**config.mk**
```make
export PLATFORM = sky130hd
export DESIGN_NAME = adcs_sequencer
export DESIGN_NICKNAME = d
export VERILOG_FILES = /design/src/adcs_sequencer.v /design/src/adcs_tick_gen.v
export VERILOG_INCLUDE_DIRS = /design/src
export SDC_FILE = /design/constraint.sdc
export NUM_CORES = 1
export LEC_CHECK = 0
export BUFFER_PORTS_ARGS = -buffer_cell sky130_fd_sc_hd__buf_2
export CORE_MARGIN = 1
export CORE_UTILIZATION = 45
export CTS_CLUSTER_SIZE = 20
export DETAILED_ROUTE_END_ITERATION = 8
export PLACE_DENSITY = 0.71
export SLEW_MARGIN = 15
export SYNTH_ARGS = -nofsm -noshare
export SYNTH_HDL_FRONTEND = slang
export SYNTH_SLANG_ARGS = --single-unit
```
**constraint.sdc**
```tcl
create_clock -name clk_in -period 2.5 [get_ports clk_in]
set_input_delay 0.125 -clock clk_in [delete_from_list [all_inputs] [get_ports clk_in]]
set_output_delay 0.125 -clock clk_in [all_outputs]
set_load 0.03 [all_outputs]
```
**src/adcs_consts.vh**
```
// constants for the converter sequencer: register map, fields, reset values and timing
`ifndef ADCS_CONSTS_VH
`define ADCS_CONSTS_VH

`define ADCS_ADDR_CTRL0    12'h000
`define ADCS_ADDR_CTRL1    12'h004
`define ADCS_ADDR_TRIG     12'h008
`define ADCS_ADDR_RES_HI   12'h00C
`define ADCS_ADDR_RES_LO   12'h010
`define ADCS_ADDR_STATUS   12'h014

`define ADCS_CTRL0_RESET   8'h00
`define ADCS_CTRL1_RESET   8'h00
`define ADCS_TRIG_RESET    8'h00

`define ADCS_BIT_ENABLE    0
`define ADCS_BIT_BUSY      1
`define ADCS_BIT_FORMAT    7
`define ADCS_BIT_DONE      0
`define ADCS_BIT_IRQ_EN    1

// trigger select codes
`define ADCS_TRG_NONE      4'h0
`define ADCS_TRG_PWM1_IRQ  4'h1
`define ADCS_TRG_PWM2_IRQ  4'h2
`define ADCS_TRG_T0_WRAP   4'h3
`define ADCS_TRG_T1_WRAP   4'h4
`define ADCS_TRG_T2_HIT    4'h5
`define ADCS_TRG_CMP1      4'h6
`define ADCS_TRG_PWM3_IRQ  4'h7
`define ADCS_TRG_PWM1_OFS  4'h8
`define ADCS_TRG_PWM2_OFS  4'h9
`define ADCS_TRG_PWM3_OFS  4'hA

// channel and reference codes
`define ADCS_CHS_LAST_PIN  5'h03
`define ADCS_CHS_TEMP      5'h1D
`define ADCS_CHS_DAC       5'h1E
`define ADCS_CHS_FVR       5'h1F
`define ADCS_REF_RSVD      2'h1

// a conversion is 23 half conversion-clock periods (11.5 periods)
`define ADCS_HALF_TICKS    5'd23
`define ADCS_SETUP_HALVES  5'd3

`endif

```
**src/adcs_sequencer.v**
```verilog
// converter sequencer: APB registers, start/abort control, SAR stepping, triggers
`timescale 1ns/10ps
`include "adcs_consts.vh"
module adcs_sequencer (
  // clock and reset
  input  wire        clk_in,
  input  wire        reset_in,
  // APB slave
  input  wire        psel_in,
  input  wire        penable_in,
  input  wire        pwrite_in,
  input  wire [11:0] paddr_in,
  input  wire [31:0] pwdata_in,
  output wire        pready_out,
  output wire        pslverr_out,
  output reg  [31:0] prdata_out,
  // power state and internal RC conversion clock
  input  wire        sleep_in,
  input  wire        rc_tick_in,
  output wire        wake_request_out,
  // trigger sources
  input  wire        timer0_wrap_in,
  input  wire        timer1_wrap_in,
  input  wire        timer2_period_hit_in,
  input  wire        comparator1_synced_output_in,
  input  wire [2:0]  pwm_offset_match_in,
  input  wire [11:0] pwm_match_in,
  input  wire [11:0] pwm_irq_enable_register_in,
  output reg         timer0_flag_set_out,
  output reg         timer1_flag_set_out,
  // analog front end
  input  wire        sar_compare_in,
  output wire        converter_power_out,
  output reg         sample_out,
  output reg  [9:0]  sar_trial_out,
  output reg  [4:0]  channel_code_out,
  output reg         channel_connected_out,
  output reg  [1:0]  positive_reference_out,
  output reg         reference_valid_out,
  // conversion result, raw
  output reg  [9:0]  result_out,
  output wire        busy_out
);
  reg  [7:0] ctrl0_r;
  reg  [7:0] ctrl1_r;
  reg  [7:0] trig_r;
  reg  [7:0] result_high_byte_r;
  reg  [7:0] result_low_byte_r;
  reg        conversion_done_flag_r;
  reg        conversion_done_irq_enable_r;
  reg        powered_down_r;
  reg        sleep_prev_r;
  reg  [4:0] half_cnt_r;
  reg  [9:0] sar_r;
  reg  [3:0] bit_idx_r;
  reg        any_bit_r;
  reg        last_bit_r;
  reg  [10:0] src_prev_r;
  wire       half_tick;

  wire converter_enable = ctrl0_r[`ADCS_BIT_ENABLE];
  wire busy             = ctrl0_r[`ADCS_BIT_BUSY];
  wire result_format    = ctrl1_r[`ADCS_BIT_FORMAT];
  wire [2:0] conv_clk   = ctrl1_r[6:4];
  wire rc_selected      = (conv_clk[1:0] == 2'b11);
  wire [3:0] trg_sel    = trig_r[7:4];

  assign busy_out            = busy;
  assign converter_power_out = converter_enable & ~powered_down_r;
  assign wake_request_out    = sleep_in & conversion_done_flag_r & conversion_done_irq_enable_r;

  // register map, one byte-wide register per aligned word:
  //   0x00 control 0: [6:2] channel, [1] busy, [0] enable
  //   0x04 control 1: [7] format, [6:4] clock, [1:0] reference
  //   0x08 trigger:   [7:4] select
  //   0x0c result high, 0x10 result low (read only, writes ignored)
  //   0x14 status:    [1] done irq enable, [0] done flag (write 1 clears)
  // unmapped addresses answer with pslverr and read zero
  localparam [2:0] SLOT_CTRL0  = 3'd0;
  localparam [2:0] SLOT_CTRL1  = 3'd1;
  localparam [2:0] SLOT_TRIG   = 3'd2;
  localparam [2:0] SLOT_RES_HI = 3'd3;
  localparam [2:0] SLOT_RES_LO = 3'd4;
  localparam [2:0] SLOT_STATUS = 3'd5;
  localparam [2:0] SLOT_NONE   = 3'd7;

  // one decode shared by the write strobes, the error answer and the read mux
  function [2:0] reg_slot;
    input [11:0] a;
    begin
      if (a == `ADCS_ADDR_CTRL0)
        reg_slot = SLOT_CTRL0;
      else if (a == `ADCS_ADDR_CTRL1)
        reg_slot = SLOT_CTRL1;
      else if (a == `ADCS_ADDR_TRIG)
        reg_slot = SLOT_TRIG;
      else if (a == `ADCS_ADDR_RES_HI)
        reg_slot = SLOT_RES_HI;
      else if (a == `ADCS_ADDR_RES_LO)
        reg_slot = SLOT_RES_LO;
      else if (a == `ADCS_ADDR_STATUS)
        reg_slot = SLOT_STATUS;
      else
        reg_slot = SLOT_NONE;
    end
  endfunction

  // APB: zero wait states, read data captured in the setup cycle
  wire [2:0] slot = reg_slot(paddr_in);
  wire setup    = psel_in & ~penable_in;
  wire access   = psel_in & penable_in;
  wire wr       = access & pwrite_in;
  wire mapped   = (slot != SLOT_NONE);
  assign pready_out  = 1'b1;
  assign pslverr_out = access & ~mapped;

  wire wr_ctrl0  = wr && (slot == SLOT_CTRL0);
  wire wr_ctrl1  = wr && (slot == SLOT_CTRL1);
  wire wr_trig   = wr && (slot == SLOT_TRIG);
  wire wr_status = wr && (slot == SLOT_STATUS);

  // trigger sources in select-code order, index = code - 1
  wire [2:0] pwm_irq_any;
  assign pwm_irq_any[0] = |(pwm_match_in[3:0] & pwm_irq_enable_register_in[3:0]);
  assign pwm_irq_any[1] = |(pwm_match_in[7:4] & pwm_irq_enable_register_in[7:4]);
  assign pwm_irq_any[2] = |(pwm_match_in[11:8] & pwm_irq_enable_register_in[11:8]);
  wire [10:0] src = {pwm_offset_match_in, pwm_irq_any[2], comparator1_synced_output_in,
                     timer2_period_hit_in, timer1_wrap_in, timer0_wrap_in,
                     pwm_irq_any[1], pwm_irq_any[0]};
  wire [10:0] src_rise = src & ~src_prev_r;

  function trig_pick;
    input [3:0]  sel;
    input [10:0] rise;
    begin
      if (sel == `ADCS_TRG_NONE || sel > `ADCS_TRG_PWM3_OFS)
        trig_pick = 1'b0;
      else
        trig_pick = rise[sel - 4'd1];
    end
  endfunction

  wire trigger_hit = trig_pick(trg_sel, src_rise);

  // fill bits not yet decided with the last decided bit
  function [9:0] fill_partial;
    input [9:0] code;
    input [3:0] idx;
    input       seen;
    input       last;
    integer i;
    begin
      fill_partial = code;
      for (i = 0; i < 10; i = i + 1) begin
        if (!seen || i <= idx)
          fill_partial[i] = seen ? last : 1'b0;
      end
    end
  endfunction

  // justification applied as the result is loaded
  function [15:0] justify;
    input [9:0] r;
    input       right;
    begin
      if (right)
        justify = {6'b00_0000, r};
      else
        justify = {r, 6'b00_0000};
    end
  endfunction

  wire sleep_entry = sleep_in & ~sleep_prev_r;
  wire sw_start    = wr_ctrl0 & pwdata_in[`ADCS_BIT_BUSY] & pwdata_in[`ADCS_BIT_ENABLE];
  wire can_start   = converter_enable & ~powered_down_r & ~(sleep_in & ~rc_selected);
  wire hw_start    = trigger_hit & can_start & ~busy;
  wire sw_abort    = busy & wr_ctrl0 & ~pwdata_in[`ADCS_BIT_BUSY];
  wire off_abort   = busy & wr_ctrl0 & ~pwdata_in[`ADCS_BIT_ENABLE];
  wire sleep_abort = busy & sleep_entry & ~rc_selected;
  // the half tick is registered, so busy spans 23 half periods plus one system cycle
  wire bit_step    = busy & half_tick & (half_cnt_r >= `ADCS_SETUP_HALVES) & ~half_cnt_r[0];
  wire finish      = busy & half_tick & (half_cnt_r == `ADCS_HALF_TICKS - 5'd1);
  wire [9:0] final_code = bit_step ? (sar_r | ({9'd0, sar_compare_in} << bit_idx_r)) : sar_r;

  adcs_tick_gen adcs_tick_gen_inst (
    .clk_in        (clk_in),
    .reset_in      (reset_in),
    .run_in        (busy),
    .clk_field_in  (conv_clk),
    .rc_tick_in    (rc_tick_in),
    .half_tick_out (half_tick)
  );

  always @(posedge clk_in) begin
    if (reset_in) begin
      ctrl0_r                      <= `ADCS_CTRL0_RESET;
      ctrl1_r                      <= `ADCS_CTRL1_RESET;
      trig_r                       <= `ADCS_TRIG_RESET;
      result_high_byte_r           <= 8'h00;
      result_low_byte_r            <= 8'h00;
      result_out                   <= 10'h000;
      conversion_done_flag_r       <= 1'b0;
      conversion_done_irq_enable_r <= 1'b0;
      powered_down_r               <= 1'b0;
      sleep_prev_r                 <= 1'b0;
      half_cnt_r                   <= 5'd0;
      sar_r                        <= 10'h000;
      bit_idx_r                    <= 4'd9;
      any_bit_r                    <= 1'b0;
      last_bit_r                   <= 1'b0;
      src_prev_r                   <= 11'h000;
      timer0_flag_set_out          <= 1'b0;
      timer1_flag_set_out          <= 1'b0;
      prdata_out                   <= 32'h0000_0000;
    end else begin
      sleep_prev_r <= sleep_in;
      src_prev_r   <= src;
      timer0_flag_set_out <= (trg_sel == `ADCS_TRG_T0_WRAP) & src_rise[2];
      timer1_flag_set_out <= (trg_sel == `ADCS_TRG_T1_WRAP) & src_rise[3];

      if (wr_ctrl1)
        ctrl1_r <= {pwdata_in[7:4], 2'b00, pwdata_in[1:0]};
      if (wr_trig)
        trig_r <= {pwdata_in[7:4], 4'h0};
      if (wr_status)
        conversion_done_irq_enable_r <= pwdata_in[`ADCS_BIT_IRQ_EN];

      // power-down while asleep; released on wake
      if (!sleep_in)
        powered_down_r <= 1'b0;
      else if (sleep_abort || (sleep_entry && !rc_selected && converter_enable))
        powered_down_r <= 1'b1;
      else if (finish && !conversion_done_irq_enable_r)
        powered_down_r <= 1'b1;

      // control register 0 and the busy bit
      if (wr_ctrl0) begin
        ctrl0_r[7]   <= 1'b0;
        ctrl0_r[6:2] <= pwdata_in[6:2];
        ctrl0_r[`ADCS_BIT_ENABLE] <= pwdata_in[`ADCS_BIT_ENABLE];
      end
      if (finish || sw_abort || off_abort || sleep_abort)
        ctrl0_r[`ADCS_BIT_BUSY] <= 1'b0;
      else if ((sw_start && !busy && can_start) || hw_start)
        ctrl0_r[`ADCS_BIT_BUSY] <= 1'b1;

      // successive approximation stepping
      if (!busy) begin
        half_cnt_r <= 5'd0;
        sar_r      <= 10'h000;
        bit_idx_r  <= 4'd9;
        any_bit_r  <= 1'b0;
        last_bit_r <= 1'b0;
      end else if (half_tick) begin
        half_cnt_r <= half_cnt_r + 5'd1;
        if (bit_step) begin
          sar_r      <= final_code;
          last_bit_r <= sar_compare_in;
          any_bit_r  <= 1'b1;
          if (bit_idx_r != 4'd0)
            bit_idx_r <= bit_idx_r - 4'd1;
        end
      end

      // result load on completion or on a software abort that keeps enable set
      if (finish) begin
        result_out <= final_code;
        {result_high_byte_r, result_low_byte_r} <= justify(final_code, result_format);
      end else if (sw_abort && !off_abort) begin
        result_out <= fill_partial(sar_r, bit_idx_r, any_bit_r, last_bit_r);
        {result_high_byte_r, result_low_byte_r} <=
          justify(fill_partial(sar_r, bit_idx_r, any_bit_r, last_bit_r), result_format);
      end

      // done flag: set beats a simultaneous clear
      if (finish)
        conversion_done_flag_r <= 1'b1;
      else if (wr_status && pwdata_in[`ADCS_BIT_DONE])
        conversion_done_flag_r <= 1'b0;

      if (setup) begin
        if (slot == SLOT_CTRL0)
          prdata_out <= {24'h00_0000, ctrl0_r};
        else if (slot == SLOT_CTRL1)
          prdata_out <= {24'h00_0000, ctrl1_r};
        else if (slot == SLOT_TRIG)
          prdata_out <= {24'h00_0000, trig_r};
        else if (slot == SLOT_RES_HI)
          prdata_out <= {24'h00_0000, result_high_byte_r};
        else if (slot == SLOT_RES_LO)
          prdata_out <= {24'h00_0000, result_low_byte_r};
        else if (slot == SLOT_STATUS)
          prdata_out <= {24'h00_0000, 6'b00_0000, conversion_done_irq_enable_r, conversion_done_flag_r};
        else
          prdata_out <= 32'h0000_0000;
      end
    end
  end

  // analog-side decode; trial code holds the next bit under test
  always @* begin
    sample_out    = converter_power_out & ~busy;
    sar_trial_out = busy ? (sar_r | ({9'd0, 1'b1} << bit_idx_r)) : 10'h000;
    channel_code_out      = ctrl0_r[6:2];
    channel_connected_out = (ctrl0_r[6:2] <= `ADCS_CHS_LAST_PIN) ||
                            (ctrl0_r[6:2] >= `ADCS_CHS_TEMP);
    positive_reference_out = ctrl1_r[1:0];
    reference_valid_out    = (ctrl1_r[1:0] != `ADCS_REF_RSVD);
  end
endmodule

```
**src/adcs_tick_gen.v**
```verilog
// half-period tick generator for the conversion clock
`timescale 1ns/10ps
`include "adcs_consts.vh"
module adcs_tick_gen (
  // clock and reset
  input  wire       clk_in,
  input  wire       reset_in,
  // control
  input  wire       run_in,
  input  wire [2:0] clk_field_in,
  input  wire       rc_tick_in,
  // tick
  output reg        half_tick_out
);
  reg [5:0] cnt_r;

  // system clock cycles in half a conversion clock period
  function [5:0] half_cycles;
    input [2:0] f;
    begin
      case (f)
        3'b000:  half_cycles = 6'd1;
        3'b100:  half_cycles = 6'd2;
        3'b001:  half_cycles = 6'd4;
        3'b101:  half_cycles = 6'd8;
        3'b010:  half_cycles = 6'd16;
        3'b110:  half_cycles = 6'd32;
        default: half_cycles = 6'd0;
      endcase
    end
  endfunction

  wire use_rc = (clk_field_in[1:0] == 2'b11);

  always @(posedge clk_in) begin
    if (reset_in || !run_in) begin
      cnt_r         <= 6'd0;
      half_tick_out <= 1'b0;
    end else if (use_rc) begin
      cnt_r         <= 6'd0;
      half_tick_out <= rc_tick_in;
    end else if (cnt_r + 6'd1 >= half_cycles(clk_field_in)) begin
      cnt_r         <= 6'd0;
      half_tick_out <= 1'b1;
    end else begin
      cnt_r         <= cnt_r + 6'd1;
      half_tick_out <= 1'b0;
    end
  end
endmodule
```
# Word level (Yosys, flattened, before mapping)
# Cells that the tools add are included.
[totals]
ff_bits = 120
in_bits = 83
word_cells = 203
[classes]
add_sub_neg = 4
order_cmp = 15
eq_ne = 21
shifts = 2
muxes = 44
bitwise_logic = 44
reduce_logical = 50
[ops]
columns = ["operator", "n"]
rows = [
  ["$mux W8", 9],
  ["$mux W10", 4],
  ["$pmux W6 S6", 1],
  ["$mux W16", 2],
  ["$and A1 B1 Y1", 26],
  ["$eq A12 B4 Y1 const B", 2],
  ["$eq A12 B5 Y1 const B", 2],
  ["$or A10 B10 Y10", 2],
  ["$mux W1", 18],
  ["$logic_or A1 B1 Y1", 17],
  ["$le A3 B4 Y1 const A", 4],
  ["$eq A3 B3 Y1 const B", 5],
  ["$and A4 B4 Y4", 3],
  ["$eq A12 B3 Y1 const B", 1],
  ["$logic_not A12 Y1", 1],
  ["$mux W3", 4],
  ["$mux W6", 2],
  ["$reduce_or A4 Y1", 3],
  ["$and A10 B11 Y11", 1],
  ["$logic_and A1 B1 Y1", 11],
  ["$not A1 Y1", 11],
  ["$not A11 Y11", 1],
  ["$shl A1 B4 Y10", 1],
  ["$shl A1 B4 Y10 const A", 1],
  ["31 further kinds", 48],
]

# Logic depth before layout (Yosys ltp)
# Gate-level depths: netlist of run 1.
[depth]
word_depth = 15
mapped_depth = 9
mapped_depth_nobuf = 8

# Hierarchy
# A second synthesis of run 1 with hierarchy kept.
[unflattened]
hier_cells = 638
area_unflattened_um2 = 5263.8
[modules_own_cells]
columns = ["mod", "instances", "cells_per_inst", "area_each_um2", "seq_area_each_um2"]
rows = [
  ["adcs_sequencer", 1, 591, 4812.1, 1761.7],
  ["adcs_tick_gen", 1, 47, 451.7, 140.1],
]

# Worst setup path before layout of run 1
# No wires, ideal clock.
[synth_timing]
kind = "register to register"
from = "register bit_idx_r[0]"
to = "register result_low_byte_r[7]"
setup_ps = 86
t_arrival_ps = 1905
t_required_ps = 2414
setup_slack_ps = 509
path_stages_with_launch = 9
n_path_buf = 1
period_less_slack_ps = 1991
cell_sequence = "dfxtp_1 clkbuf_1 inv_1 ha_1 nor4b_1 mux2_2 mux2i_1 a21oi_1 a211oi_1"
[synth_via]
elab_chain_cells = 6
word_cells_on_any_way = 13
cone_classes = "2 x order compare; 1 x shift; 7 x mux; 1 x bitwise; 2 x reduce/logical"
[synth_rtl]
columns = ["element", "line", "text"]
rows = [
  ["start, declared", "adcs_sequencer.v:55", "reg [3:0] bit_idx_r;"],
  ["start signal, assigned", "adcs_sequencer.v:261", "bit_idx_r <= bit_idx_r - 4'd1;"],
  ["$le A1 B4 Y1 or $le A3 B4 Y1 (tied branches)", "adcs_sequencer.v:155", "if (!seen || i <= idx)"],
  ["$logic_or A1 B1 Y1", "adcs_sequencer.v:155", ""],
  ["$mux W1", "adcs_sequencer.v:155", ""],
  ["$mux W16", "adcs_sequencer.v:166", "if (right)"],
  ["$mux W8", "adcs_sequencer.v:269", "end else if (sw_abort && !off_abort) begin"],
  ["$mux W8 (*)", "adcs_sequencer.v:266", "if (finish) begin"],
  ["end signal, assigned", "adcs_sequencer.v:268", "{result_high_byte_r, result_low_byte_r} <= justify(final_code, result_format);"],
  ["end signal, assigned", "adcs_sequencer.v:271", "{result_high_byte_r, result_low_byte_r} <="],
  ["end, declared", "adcs_sequencer.v:48", "reg [7:0] result_low_byte_r;"],
]
# Mark *: on every way between the ends. The rest lies on a longest branch, timed or not. The select of a mux whose other input is x is not followed.
# A chain may end at the register's enable or synchronous reset.

# Worst setup path after layout of run 1
[layout_timing]
from = "register half_cnt_r[0]"
to = "register result_high_byte_r[1]"
[layout_via]
elab_chain_cells = 6
word_cells_on_any_way = 10
cone_classes = "1 x order compare; 1 x eq/ne; 3 x mux; 4 x bitwise; 1 x reduce/logical"
[layout_rtl]
columns = ["element", "line", "text"]
rows = [
  ["start, declared", "adcs_sequencer.v:53", "reg [4:0] half_cnt_r;"],
  ["start signal, assigned", "adcs_sequencer.v:255", "half_cnt_r <= half_cnt_r + 5'd1;"],
  ["$ge A5 B2 Y1 (no source line)", "n/a", ""],
  ["$and A1 B1 Y1 (2 in series)", "adcs_sequencer.v:181", "wire bit_step = busy & half_tick & (half_cnt_r >= `ADCS_SETUP_HALVES) & ~half_cnt_r[0];"],
  ["$mux W10", "adcs_sequencer.v:183", "wire [9:0] final_code = bit_step ? (sar_r | ({9'd0, sar_compare_in} << bit_idx_r)) : sar_r;"],
  ["$mux W16", "adcs_sequencer.v:166", ""],
  ["$mux W8", "adcs_sequencer.v:266", ""],
  ["end signal, assigned", "adcs_sequencer.v:268", ""],
  ["end signal, assigned", "adcs_sequencer.v:271", ""],
  ["end, declared", "adcs_sequencer.v:47", "reg [7:0] result_high_byte_r;"],
]
# Several ways; a longest one is shown, not always the timed one.

==> results.md, run 1 <==
* Run status: complete, but fails checks
* Failing checks: hold timing
* Mapped Area at 5310 sq um
* Via/cell ratio at 5.60
* Number of global-route vias before repair at 4292
* Register area share after synthesis at 35.8%
* Capture point of the worst reg-to-reg path: result_high_byte_r[1]
* Cell Pwr Density at 524 nW/um^2
* Crit path DAT at 2.52 ns
* Combinational power share at 6.4%
* Drc violations at 0
* Flop-to-flop setup slack at 0.26 ns
* Yosys warns at 0
* Max_slew headroom at 49.9%
* Most common cell after layout, fill and taps aside: buf_2
* Final Slew Violations at 0
* Core box area at 11500 sq um
* Flop pwr share at 47.8%
* Starting Density at 46.3%
* Routed WL at 13100 um
* FP Rows at 39
* Drt pass-1 iters at 5
* Clock sinks at 95
* Reg2Reg Launch Point: half_cnt_r[0]
* Ports at 152
* Total grt overflow at 0
* Multi-input gate area at 3010 sq um
* Crit-path max FO at 13
* Clock skew at 0.00810 ns
* Metal2 WL at 6400 um
* RSZ-0062 raised after global routing: no
* Switch share at 25.1%
* Tightest hold margin at -0.00193 ns
* Post-Syn Instances at 629
* P&R area growth vs syn at 14.9%
* Pin count of the biggest net entering global routing at 43
* N_diodes at 0
* WL met3 at 667 um
* Max frequency at 445 MHz
* Highest Signal Layer: met4
* Cell taking the most area after synthesis: dfxtp_1
* Ranking of synthesized cells by area: dfxtp_1, buf_4, a21oi_1, nor2_1, ha_1
* WS Path Type: reg2reg
* Worst slew pin tran at 0.751 ns
* TritonCTS clock tree: done
* Most frequent cells in the layout: buf_2, dfxtp_1, nor2_1
* Tot GR Track Use at 21.4%
* Hold Vio Cnt, Final at 1
* DIE AREA at 12200 sq um
* H-tree levels at 3
* VDD IR max at 0.000294 V
* CP required at 2.77 ns
* Initial antenna violation count at 0
* Die H at 111 um
* Fraction of layout cells with a size suffix above 1 at 22.1%
* Worst-path clk slew at 0.07 ns
* Worst Hold Class: in2reg
* Hold path depth at 2
* # setup viols final at 0
* Starting DRT DRC Count at 369
* Leak Pwr at 2.58 nW
* Ys flop type: dfxtp_1
* Hold Startpoint: pwm_offset_match_in[1]
* CTS Buf Count at 9
* Met1 WL at 5850 um
* Synth top area share at 35.8%
* Synth Register Bits at 95
* Post-synth EDFFs at 0
* Syn avg cell area at 8.44 sq um
* Clock Path Buffers at 2
* Global-route wire length before repair at 21200 um
* Net Switching at 802 uW
* CP Capture Type: register
* Detail Route Antenna Nets at 0
* GP Congestion at 0.863
* Tcrit/Tclk final at 89.8%
* Distinct cell type count after synthesis at 70
* Register area at 1900 sq um
* Hold Path End: src_prev_r[8]
* Async set or reset register ratio after synthesis at 0%
* R2r worst-path depth at 7
* Worst-skew pair later-pin latency at 0.36 ns
* CTS Root Cell: clkbuf_16
* Via count at 4803
* Startpoint Class: register
* WL per Instance at 15.3 um
* Chip width at 111 um
* Post-layout min period at 2.24 ns
* Clock power frac at 45.8%
* # fillers at 1089
* Post-DP HPWL at 9670 um
* P_int at 2.39 mW
* Max Cap Viol at 0
* Fin Setup TNS at 0 ns
* IO Port Bufs at 102
* Post-CTS Setup Inserts at 0
* Total Nets Final at 811
## synth_stat cells, types with 6 or more instances
master    number
nor2_1        64
a211oi_1      11
nor3_1        20
buf_2          8
clkbuf_1      21
a21oi_1       52
ha_1          18
o211a_1        7
mux2i_1       17
buf_4         35
nand3b_1      13
xnor2_1        7
a22oi_1       12
inv_1         16
and3_1         7
mux2_2         8
o31ai_1        6
nand2b_1       9
nand3_1       26
dfxtp_1       95
nand2_1       45
nor2b_1       26
o21ai_0       19
## worst max-delay path by stage
stage	from	endpoint	slack (ns)	depth (start not counted)
CTS	bit_idx_r[1]	result_low_byte_r[7]	0.22	7
floorplan	bit_idx_r[0]	result_low_byte_r[7]	0.51	8
global route	bit_idx_r[0]	result_low_byte_r[7]	0.06	7
global placement	bit_idx_r[1]	result_low_byte_r[7]	0.35	7
finish	half_cnt_r[0]	result_high_byte_r[1]	0.26	7
detailed placement	bit_idx_r[1]	result_low_byte_r[7]	0.24	7
## layout make-up
cell class,instances,share of cell area (%)
Clock inverter,7,1.44
Timing Repair Buffer,117,10.3
Clock buffer,9,3.69
Tap cell,143,2.93
Sequential cell,95,31.2
Inverter,16,0.985
Multi-Input combinational cell,471,49.4
## timing repair
item | CTS | global route
resized for setup | 0 | 1
endpoints found under the hold margin | 3 | 0
setup endpoints to repair | 0 | 1
hold buffers | 3 | 0
## state kept, by name, indices dropped and copies added (netlist names)
signal,flops
adcs_tick_gen_inst.cnt_r,6
adcs_tick_gen_inst.half_tick_out,1
any_bit_r,1
bit_idx_r,4
conversion_done_flag_r,1
conversion_done_irq_enable_r,1
ctrl0_r,7
ctrl1_r,6
half_cnt_r,5
last_bit_r,1
powered_down_r,1
prdata_out,8
result_high_byte_r,8
result_low_byte_r,8
result_out,10
sar_r,10
sleep_prev_r,1
src_prev_r,10
timer0_flag_set_out,1
timer1_flag_set_out,1
trig_r,4
## metrics by stage
step	area, sq um	total power, mW	worst slack, ns	util, %	instances
CTS	6100	3.21	0.223	53.2	858
floorplan	5390	1.72	0.509	-	652
global placement	5750	1.76	0.352	50.2	839
detailed placement	5750	1.76	0.243	50.2	839
finish	6100	3.20	0.255	53.2	858
global route	6100	3.31	0.0603	53.2	858
## kinds of logic (layout without fill, tap and decap cells)
kind of cell | count (synthesis) | count (layout) | synth area share, %
other | 2 | 25 | 0.142
multiplexers | 25 | 25 | 4.90
buffers and inverters | 86 | 149 | 9.03
flip-flops | 95 | 95 | 35.8
XOR/XNOR | 11 | 11 | 1.82
adder cells (fa/ha/maj) | 18 | 18 | 4.24
AO/OA/AOI/OAI | 151 | 151 | 20.1
AND/OR/NAND/NOR | 241 | 241 | 24.0
## per-layer routing
layer | GRT usage [%] | vias up
met4 | 8.00 | 0
met5 | 0 | -
li1 | - | 2361
met1 | 28.4 | 2260
met3 | 2.80 | 21
met2 | 35.4 | 161
## power by group through the flow
stage / clock, mW / combinational [mW] / sequential, mW
4_1_cts: 1.48 / 0.202 / 1.53
5_1_grt: 1.56 / 0.220 / 1.53
3_3_place_gp: 0 / 0.194 / 1.56
3_5_place_dp: 0 / 0.198 / 1.56
2_1_floorplan: 0 / 0.152 / 1.57
6_report: 1.46 / 0.204 / 1.53
## worst max-delay path, stage by stage (launching register included)
cell and delay, ns:
dfxtp_1 0.43, inv_1 0.07, ha_1 0.20, nand4b_1 0.18, or2_1 0.51, mux2i_1 0.42
a221oi_2 0.12, a211oi_1 0.23
(Power assumes the default switching activity.)
==> inputs of run 2 (changes only) <==
--- a/config.mk
+++ b/config.mk
@@ -11,7 +11,9 @@
 export CORE_UTILIZATION = 45
 export CTS_CLUSTER_SIZE = 20
 export DETAILED_ROUTE_END_ITERATION = 8
+export MAX_ROUTING_LAYER = met4
 export PLACE_DENSITY = 0.71
+export REMOVE_ABC_BUFFERS = 1
 export SLEW_MARGIN = 15
 export SYNTH_ARGS = -nofsm -noshare
 export SYNTH_HDL_FRONTEND = slang
==> results.md, run 2 (synthesis results as in run 1) <==
* Run status: complete, no violations
* Max frequency at 443 MHz (-0.52%)
* Clock sinks at 95 (unchanged)
* Max_slew headroom at 48.9% (-1.1 points)
* Dpl cells at 839 (unchanged)
* Worst setup endpoint: result_high_byte_r[0]
* WL per Instance at 16.0 um (+4.1%)
* Drt pass-1 iters at 5 (unchanged)
* Worst-path clk slew at 0.07 ns (about the same)
* WL met3 at 908 um (+36%)
* Tot GR Track Use at 23.2% (+1.8 points)
* TritonCTS clock tree: done
* Starting DRT DRC Count at 281 (-24%)
* Starting Density at 46.3% (unchanged)
* Worst-skew pair later-pin latency at 0.35 ns (about the same)
* Flop-to-flop setup slack at 0.24 ns (about the same)
* Global-route wire length before repair at 22300 um (+4.8%)
* # fillers at 1072 (-1.6%)
* Post-route insts no fill at 857 (-0.12%)
* P&R area growth vs syn at 15.0% (about the same)
* Total grt overflow at 0 (unchanged)
* RSZ-0062 raised after global routing: no
* Number of global-route vias before repair at 4488 (+4.6%)
* Max Cap Viol at 0 (unchanged)
* Placed cell area at 5770 sq um (+0.22%)
* Routed WL at 13700 um (+4.0%)
* CP startpoint: bit_idx_r[0]
* Fin area at 6100 sq um (about the same)
* H-tree levels at 3 (unchanged)
* Via count at 4827 (+0.50%)
* Via/cell ratio at 5.63 (+0.62%)
* Die H at 111 um (unchanged)
* Metal2 WL at 6270 um (-2.0%)
* Hold Vio Cnt, Final at 0 (-1)
* DIE AREA at 12200 sq um (unchanged)
* Tcrit/Tclk final at 90.3% (+0.47 points)
* GP Congestion at 0.898 (+4.0%)
* Worst Hold Class: in2reg
* Crit path DAT at 2.52 ns (about the same)
* Register area at 1900 sq um (about the same)
* CTS Buf Count at 9 (unchanged)
* Most frequent cells in the layout: buf_2, dfxtp_1, nor2_1
* CTS Root Cell: clkbuf_16
* Post-DP HPWL at 10100 um (+4.5%)
* Drc violations at 0 (unchanged)
* CP Capture Type: register
* Post-layout min period at 2.26 ns (+0.0118 ns)
* Reg2Reg Launch Point: bit_idx_r[0]
* Total Power at 3.14 mW (-1.8%)
* Worst slew pin tran at 0.767 ns (+0.0158 ns)
* Met1 WL at 6140 um (+4.9%)
* Fraction of layout cells with a size suffix above 1 at 21.7% (-0.39 points)
* N_diodes at 0 (unchanged)
* CP required at 2.76 ns (about the same)
* FP Rows at 39 (unchanged)
* Chip width at 111 um (unchanged)
* Initial antenna violation count at 0 (unchanged)
* Final Slew Violations at 0 (unchanged)
* Fin Setup TNS at 0 ns (unchanged)
* Startpoint Class: register
* VDD IR max at 0.000381 V (+30%)
* Crit-path max FO at 10 (-3)
* Setup WS post-layout at 0.243 ns (-0.0118 ns)
* Pin count of the biggest net entering global routing at 66 (+53%)
* Multi-input gate area at 3010 sq um (unchanged)
* Capture point of the worst reg-to-reg path: result_high_byte_r[0]
* Total Nets Final at 812 (+0.12%)
* Dpl ws at 0.315 ns (+0.0718 ns)
* Clock skew at 0.00698 ns (-0.00112 ns)
* Detail Route Antenna Nets at 0 (unchanged)
* Highest Signal Layer: met4
* Biggest regs: result_out: 10 flops, sar_r: 10 flops, src_prev_r: 10 flops
* Clock Path Buffers at 2 (unchanged)
* IO Port Bufs at 102 (unchanged)
* Core box area at 11500 sq um (unchanged)
* # setup viols final at 0 (unchanged)
* Leak Pwr at 2.58 nW (about the same)
* Most common cell after layout, fill and taps aside: buf_2
* Ports at 152 (unchanged)
* Cell Pwr Density at 514 nW/um^2 (-1.9%)
* WS Path Type: reg2reg
* R2r worst-path depth at 7 (unchanged)
## run 2: cell types whose count changed in the layout (fill, tap and decap cells not counted), sizes merged
cell,previous run,this run
inv,21,16
clkinv,1,2
clkbuf,9,11
dlygate4sd3,3,4
## run 2: worst min path at each step
stage	startpoint	to	slack (ns)	cells after the start
after CTS	pwdata_in[2]	ctrl0_r[2]	0.002	3
after global placement	pwm_offset_match_in[2]	src_prev_r[9]	0.35	3
final	pwdata_in[2]	ctrl0_r[2]	0.02	3
after detailed placement	timer2_period_hit_in	src_prev_r[4]	0.36	2
after floorplan	reset_in	ctrl0_r[0]	0.19	1
after global routing	pwdata_in[3]	ctrl0_r[3]	0.03	3
## run 2: power by group
part | internal (mW) | leakage (nW) | total, mW | switching, mW
Combinational | 0.0690 | 1.67 | 0.211 | 0.142
Clock | 0.819 | 0.147 | 1.40 | 0.579
Sequential | 1.53 | 0.769 | 1.53 | 0.00399
## run 2: per-layer routing
| metal | vias to the layer above | GRT usage [%] |
|---|---|---|
| met5 | - | - |
| met4 | 0 | 8.71 |
| met3 | 34 | 6.26 |
| met2 | 204 | 36.4 |
| met1 | 2227 | 28.3 |
| li1 | 2362 | - |
## run 2: repair_timing
| item | 4_1_cts | 5_1_grt |
|---|---|---|
| gates resized for setup | 0 | 0 |
| hold endpoints to repair | 4 | 0 |
| buffers inserted | 0 | 0 |
| hold buffers | 4 | 0 |
## run 2: cell type report
| class | count | share of cell area (%) |
|---|---|---|
| multi-input combinational | 471 | 49.4 |
| sequential | 95 | 31.2 |
| timing repair buffer | 118 | 10.7 |
| clock buffer | 11 | 4.14 |
| tap | 143 | 2.93 |
| inverter | 16 | 0.984 |
| clock inverter | 3 | 0.718 |
## run 2: worst max-delay path, stage by stage, from the launching register on
cell	delay, ns
dfxtp_1	0.53
inv_1	0.12
ha_1	0.26
nor4_1	0.27
mux2_2	0.38
mux2i_1	0.29
nand2_1	0.10
a211oi_1	0.22
## run 2: metrics by stage
stage,util (%),hold slack (ns)
detailed placement,50.3,0.359
floorplan,-,0.194
global route,53.2,0.0318
CTS,53.2,0.00241
finish,53.2,0.0152
global placement,50.3,0.345
==> inputs of run 3 (changes only) <==
--- a/config.mk
+++ b/config.mk
@@ -13,6 +13,7 @@
 export DETAILED_ROUTE_END_ITERATION = 8
 export MAX_ROUTING_LAYER = met4
 export PLACE_DENSITY = 0.71
+export RECOVER_POWER = 50
 export REMOVE_ABC_BUFFERS = 1
 export SLEW_MARGIN = 15
 export SYNTH_ARGS = -nofsm -noshare
==> results.md, run 3 (synthesis results as in run 1) <==
* Worst slew pin tran at 1.20 ns (+0.428 ns)
* Routed WL at 13700 um (+0.33%)
* P&R area growth vs syn at 13.3%
* Clock skew at 0.00816 ns (+0.00118 ns)
* Clock sinks at 95 (unchanged)
* Max_slew headroom at 20.3% (-29 points)
* Drc violations at 0 (unchanged)
* CP required at 2.75 ns (about the same)
* PostCTS Resize Cnt at 0 (unchanged)
* TritonCTS clock tree: done
* CTS Buf Count at 9 (unchanged)
* Hold Vio Cnt, Final at 0 (unchanged)
* Tcrit/Tclk final at 90.8% (+0.54 points)
* Worst Hold Class: in2reg
* Startpoint Class: register
* Hold path depth at 3 (unchanged)
* GP Congestion at 0.898 (unchanged)
* Total Power at 3.13 mW (-0.23%)
* Slowest cell on the critical path: dfxtp_1
* H-tree levels at 3 (unchanged)
* WS Path Type: reg2reg
* Clock Path Buffers at 2 (unchanged)
* Leak Pwr at 2.43 nW (-6.0%)
* Most common cell after layout, fill and taps aside: dfxtp_1
* Drt pass-1 iters at 7 (+2)
* Number of global-route vias before repair at 4488 (unchanged)
* Worst-path clk slew at 0.07 ns (about the same)
* Most frequent cells in the layout: dfxtp_1, buf_2, nor2_1
* Dpl cells at 839 (unchanged)
* Total Nets Final at 812 (unchanged)
* Cell Pwr Density at 521 nW/um^2 (+1.2%)
* Post-CTS Setup Inserts at 0 (unchanged)
* Post-DP HPWL at 10100 um (unchanged)
* FP Rows at 39 (unchanged)
* Core box area at 11500 sq um (unchanged)
* Detail Route Antenna Nets at 0 (unchanged)
* Multi-input gate area at 2990 sq um (-0.75%)
* Tightest hold margin at 0.0143 ns (-0.000920 ns)
* Total grt overflow at 0 (unchanged)
* # setup viols final at 0 (unchanged)
* Crit-path max FO at 10 (unchanged)
* Global-route wire length before repair at 22300 um (unchanged)
* Ports at 152 (unchanged)
* CP Capture Type: register
* Fin Setup TNS at 0 ns (unchanged)
* RSZ-0062 raised after global routing: no
* Biggest regs: result_out: 10 flops, sar_r: 10 flops, src_prev_r: 10 flops
* Die H at 111 um (unchanged)
* Crit path DAT at 2.52 ns (about the same)
* Register area at 1900 sq um (unchanged)
* Fraction of layout cells with a size suffix above 1 at 16.2% (-5.5 points)
* N_diodes at 0 (unchanged)
* Worst-skew pair later-pin latency at 0.35 ns (about the same)
* DIE AREA at 12200 sq um (unchanged)
* Dpl ws at 0.315 ns (unchanged)
* Post-layout min period at 2.27 ns (+0.0136 ns)
* Final Slew Violations at 0 (unchanged)
* Max Cap Viol at 0 (unchanged)
* Max frequency at 440 MHz (-0.60%)
* IO Port Bufs at 102 (unchanged)
* R2r worst-path depth at 7 (unchanged)
* Chip width at 111 um (unchanged)
* # fillers at 1090 (+1.7%)
* Starting DRT DRC Count at 278 (-1.1%)
* CTS Root Cell: clkbuf_16
* Starting Density at 46.3% (unchanged)
* WL per Instance at 16.0 um (+0.33%)
* VDD IR max at 0.000382 V (+0.18%)
* Via count at 4806 (-0.44%)
* Setup WS post-layout at 0.230 ns (-0.0136 ns)
* Pin count of the biggest net entering global routing at 66 (unchanged)
* Worst stage delay on the critical path at 0.41 ns (-0.12 ns)
* Initial antenna violation count at 0 (unchanged)
* Via/cell ratio at 5.61 (-0.44%)
* CP Cell Sequence: inv_1 > ha_1 > nor4b_1 > mux2_2 > mux2i_1 > a21oi_1 > a211oi_1
* Tot GR Track Use at 23.2% (unchanged)
* Run status: complete, no violations
* Post-route insts no fill at 857 (unchanged)
[run 3: routing by layer]
layer	wire length [um]	vias up	GRT usage [%]	share of wire [%]
li1	-	2363	-	-
met1	6210	2222	28.3	45
met2	6270	190	36.4	46
met3	882	31	6.26	6.4
met4	354	0	8.71	2.6
met5	0	-	-	0
[run 3: final cells by class]
| cell class | count | share of cell area [%] |
|---|---|---|
| sequential | 95 | 31.6 |
| tap | 143 | 2.97 |
| timing repair buffer | 118 | 9.78 |
| multi-input combinational | 471 | 49.7 |
| clock inverter | 3 | 0.728 |
| clock buffer | 11 | 4.20 |
| inverter | 16 | 0.999 |
[run 3: path summary, 6_finish.rpt]
check / slack, ns / start / to
worst max-delay path: 0.23 / bit_idx_r[0] / result_low_byte_r[7]
worst min-delay path: 0.01 / pwdata_in[2] / ctrl0_r[2]
worst max register to register: 0.23 / bit_idx_r[0] / result_low_byte_r[7]
worst min register to register: 0.45 / result_out[5] / result_out[5]
[run 3: stage by stage]
stage,utilization (%),instance area [sq um]
after floorplan,-,4970
final,52.4,6010
after CTS,53.2,6100
after detailed placement,50.3,5770
after global placement,50.3,5770
after global routing,52.4,6010
[run 3: timing repair]
item                                    in CTS  in global routing
endpoints found under the setup margin       0                  0
hold buffers                                 4                  0
hold endpoints to repair                     4                  0
[run 3: where the power goes]
part	total (mW)	internal [mW]	switching, mW
Clock	1.40	0.819	0.579
Combinational	0.203	0.0646	0.139
Sequential	1.53	1.53	0.00404
Total	3.13	2.41	0.722
[run 3: critical path, delay by kind of cell (launching register included)]
family | cells | cell delay [ns]
adder cells (fa/ha/maj) | 1 | 0.29
multiplexers | 2 | 0.65
flip-flops | 1 | 0.41
buffers and inverters | 1 | 0.13
AO/OA/AOI/OAI | 2 | 0.34
AND/OR/NAND/NOR | 1 | 0.35
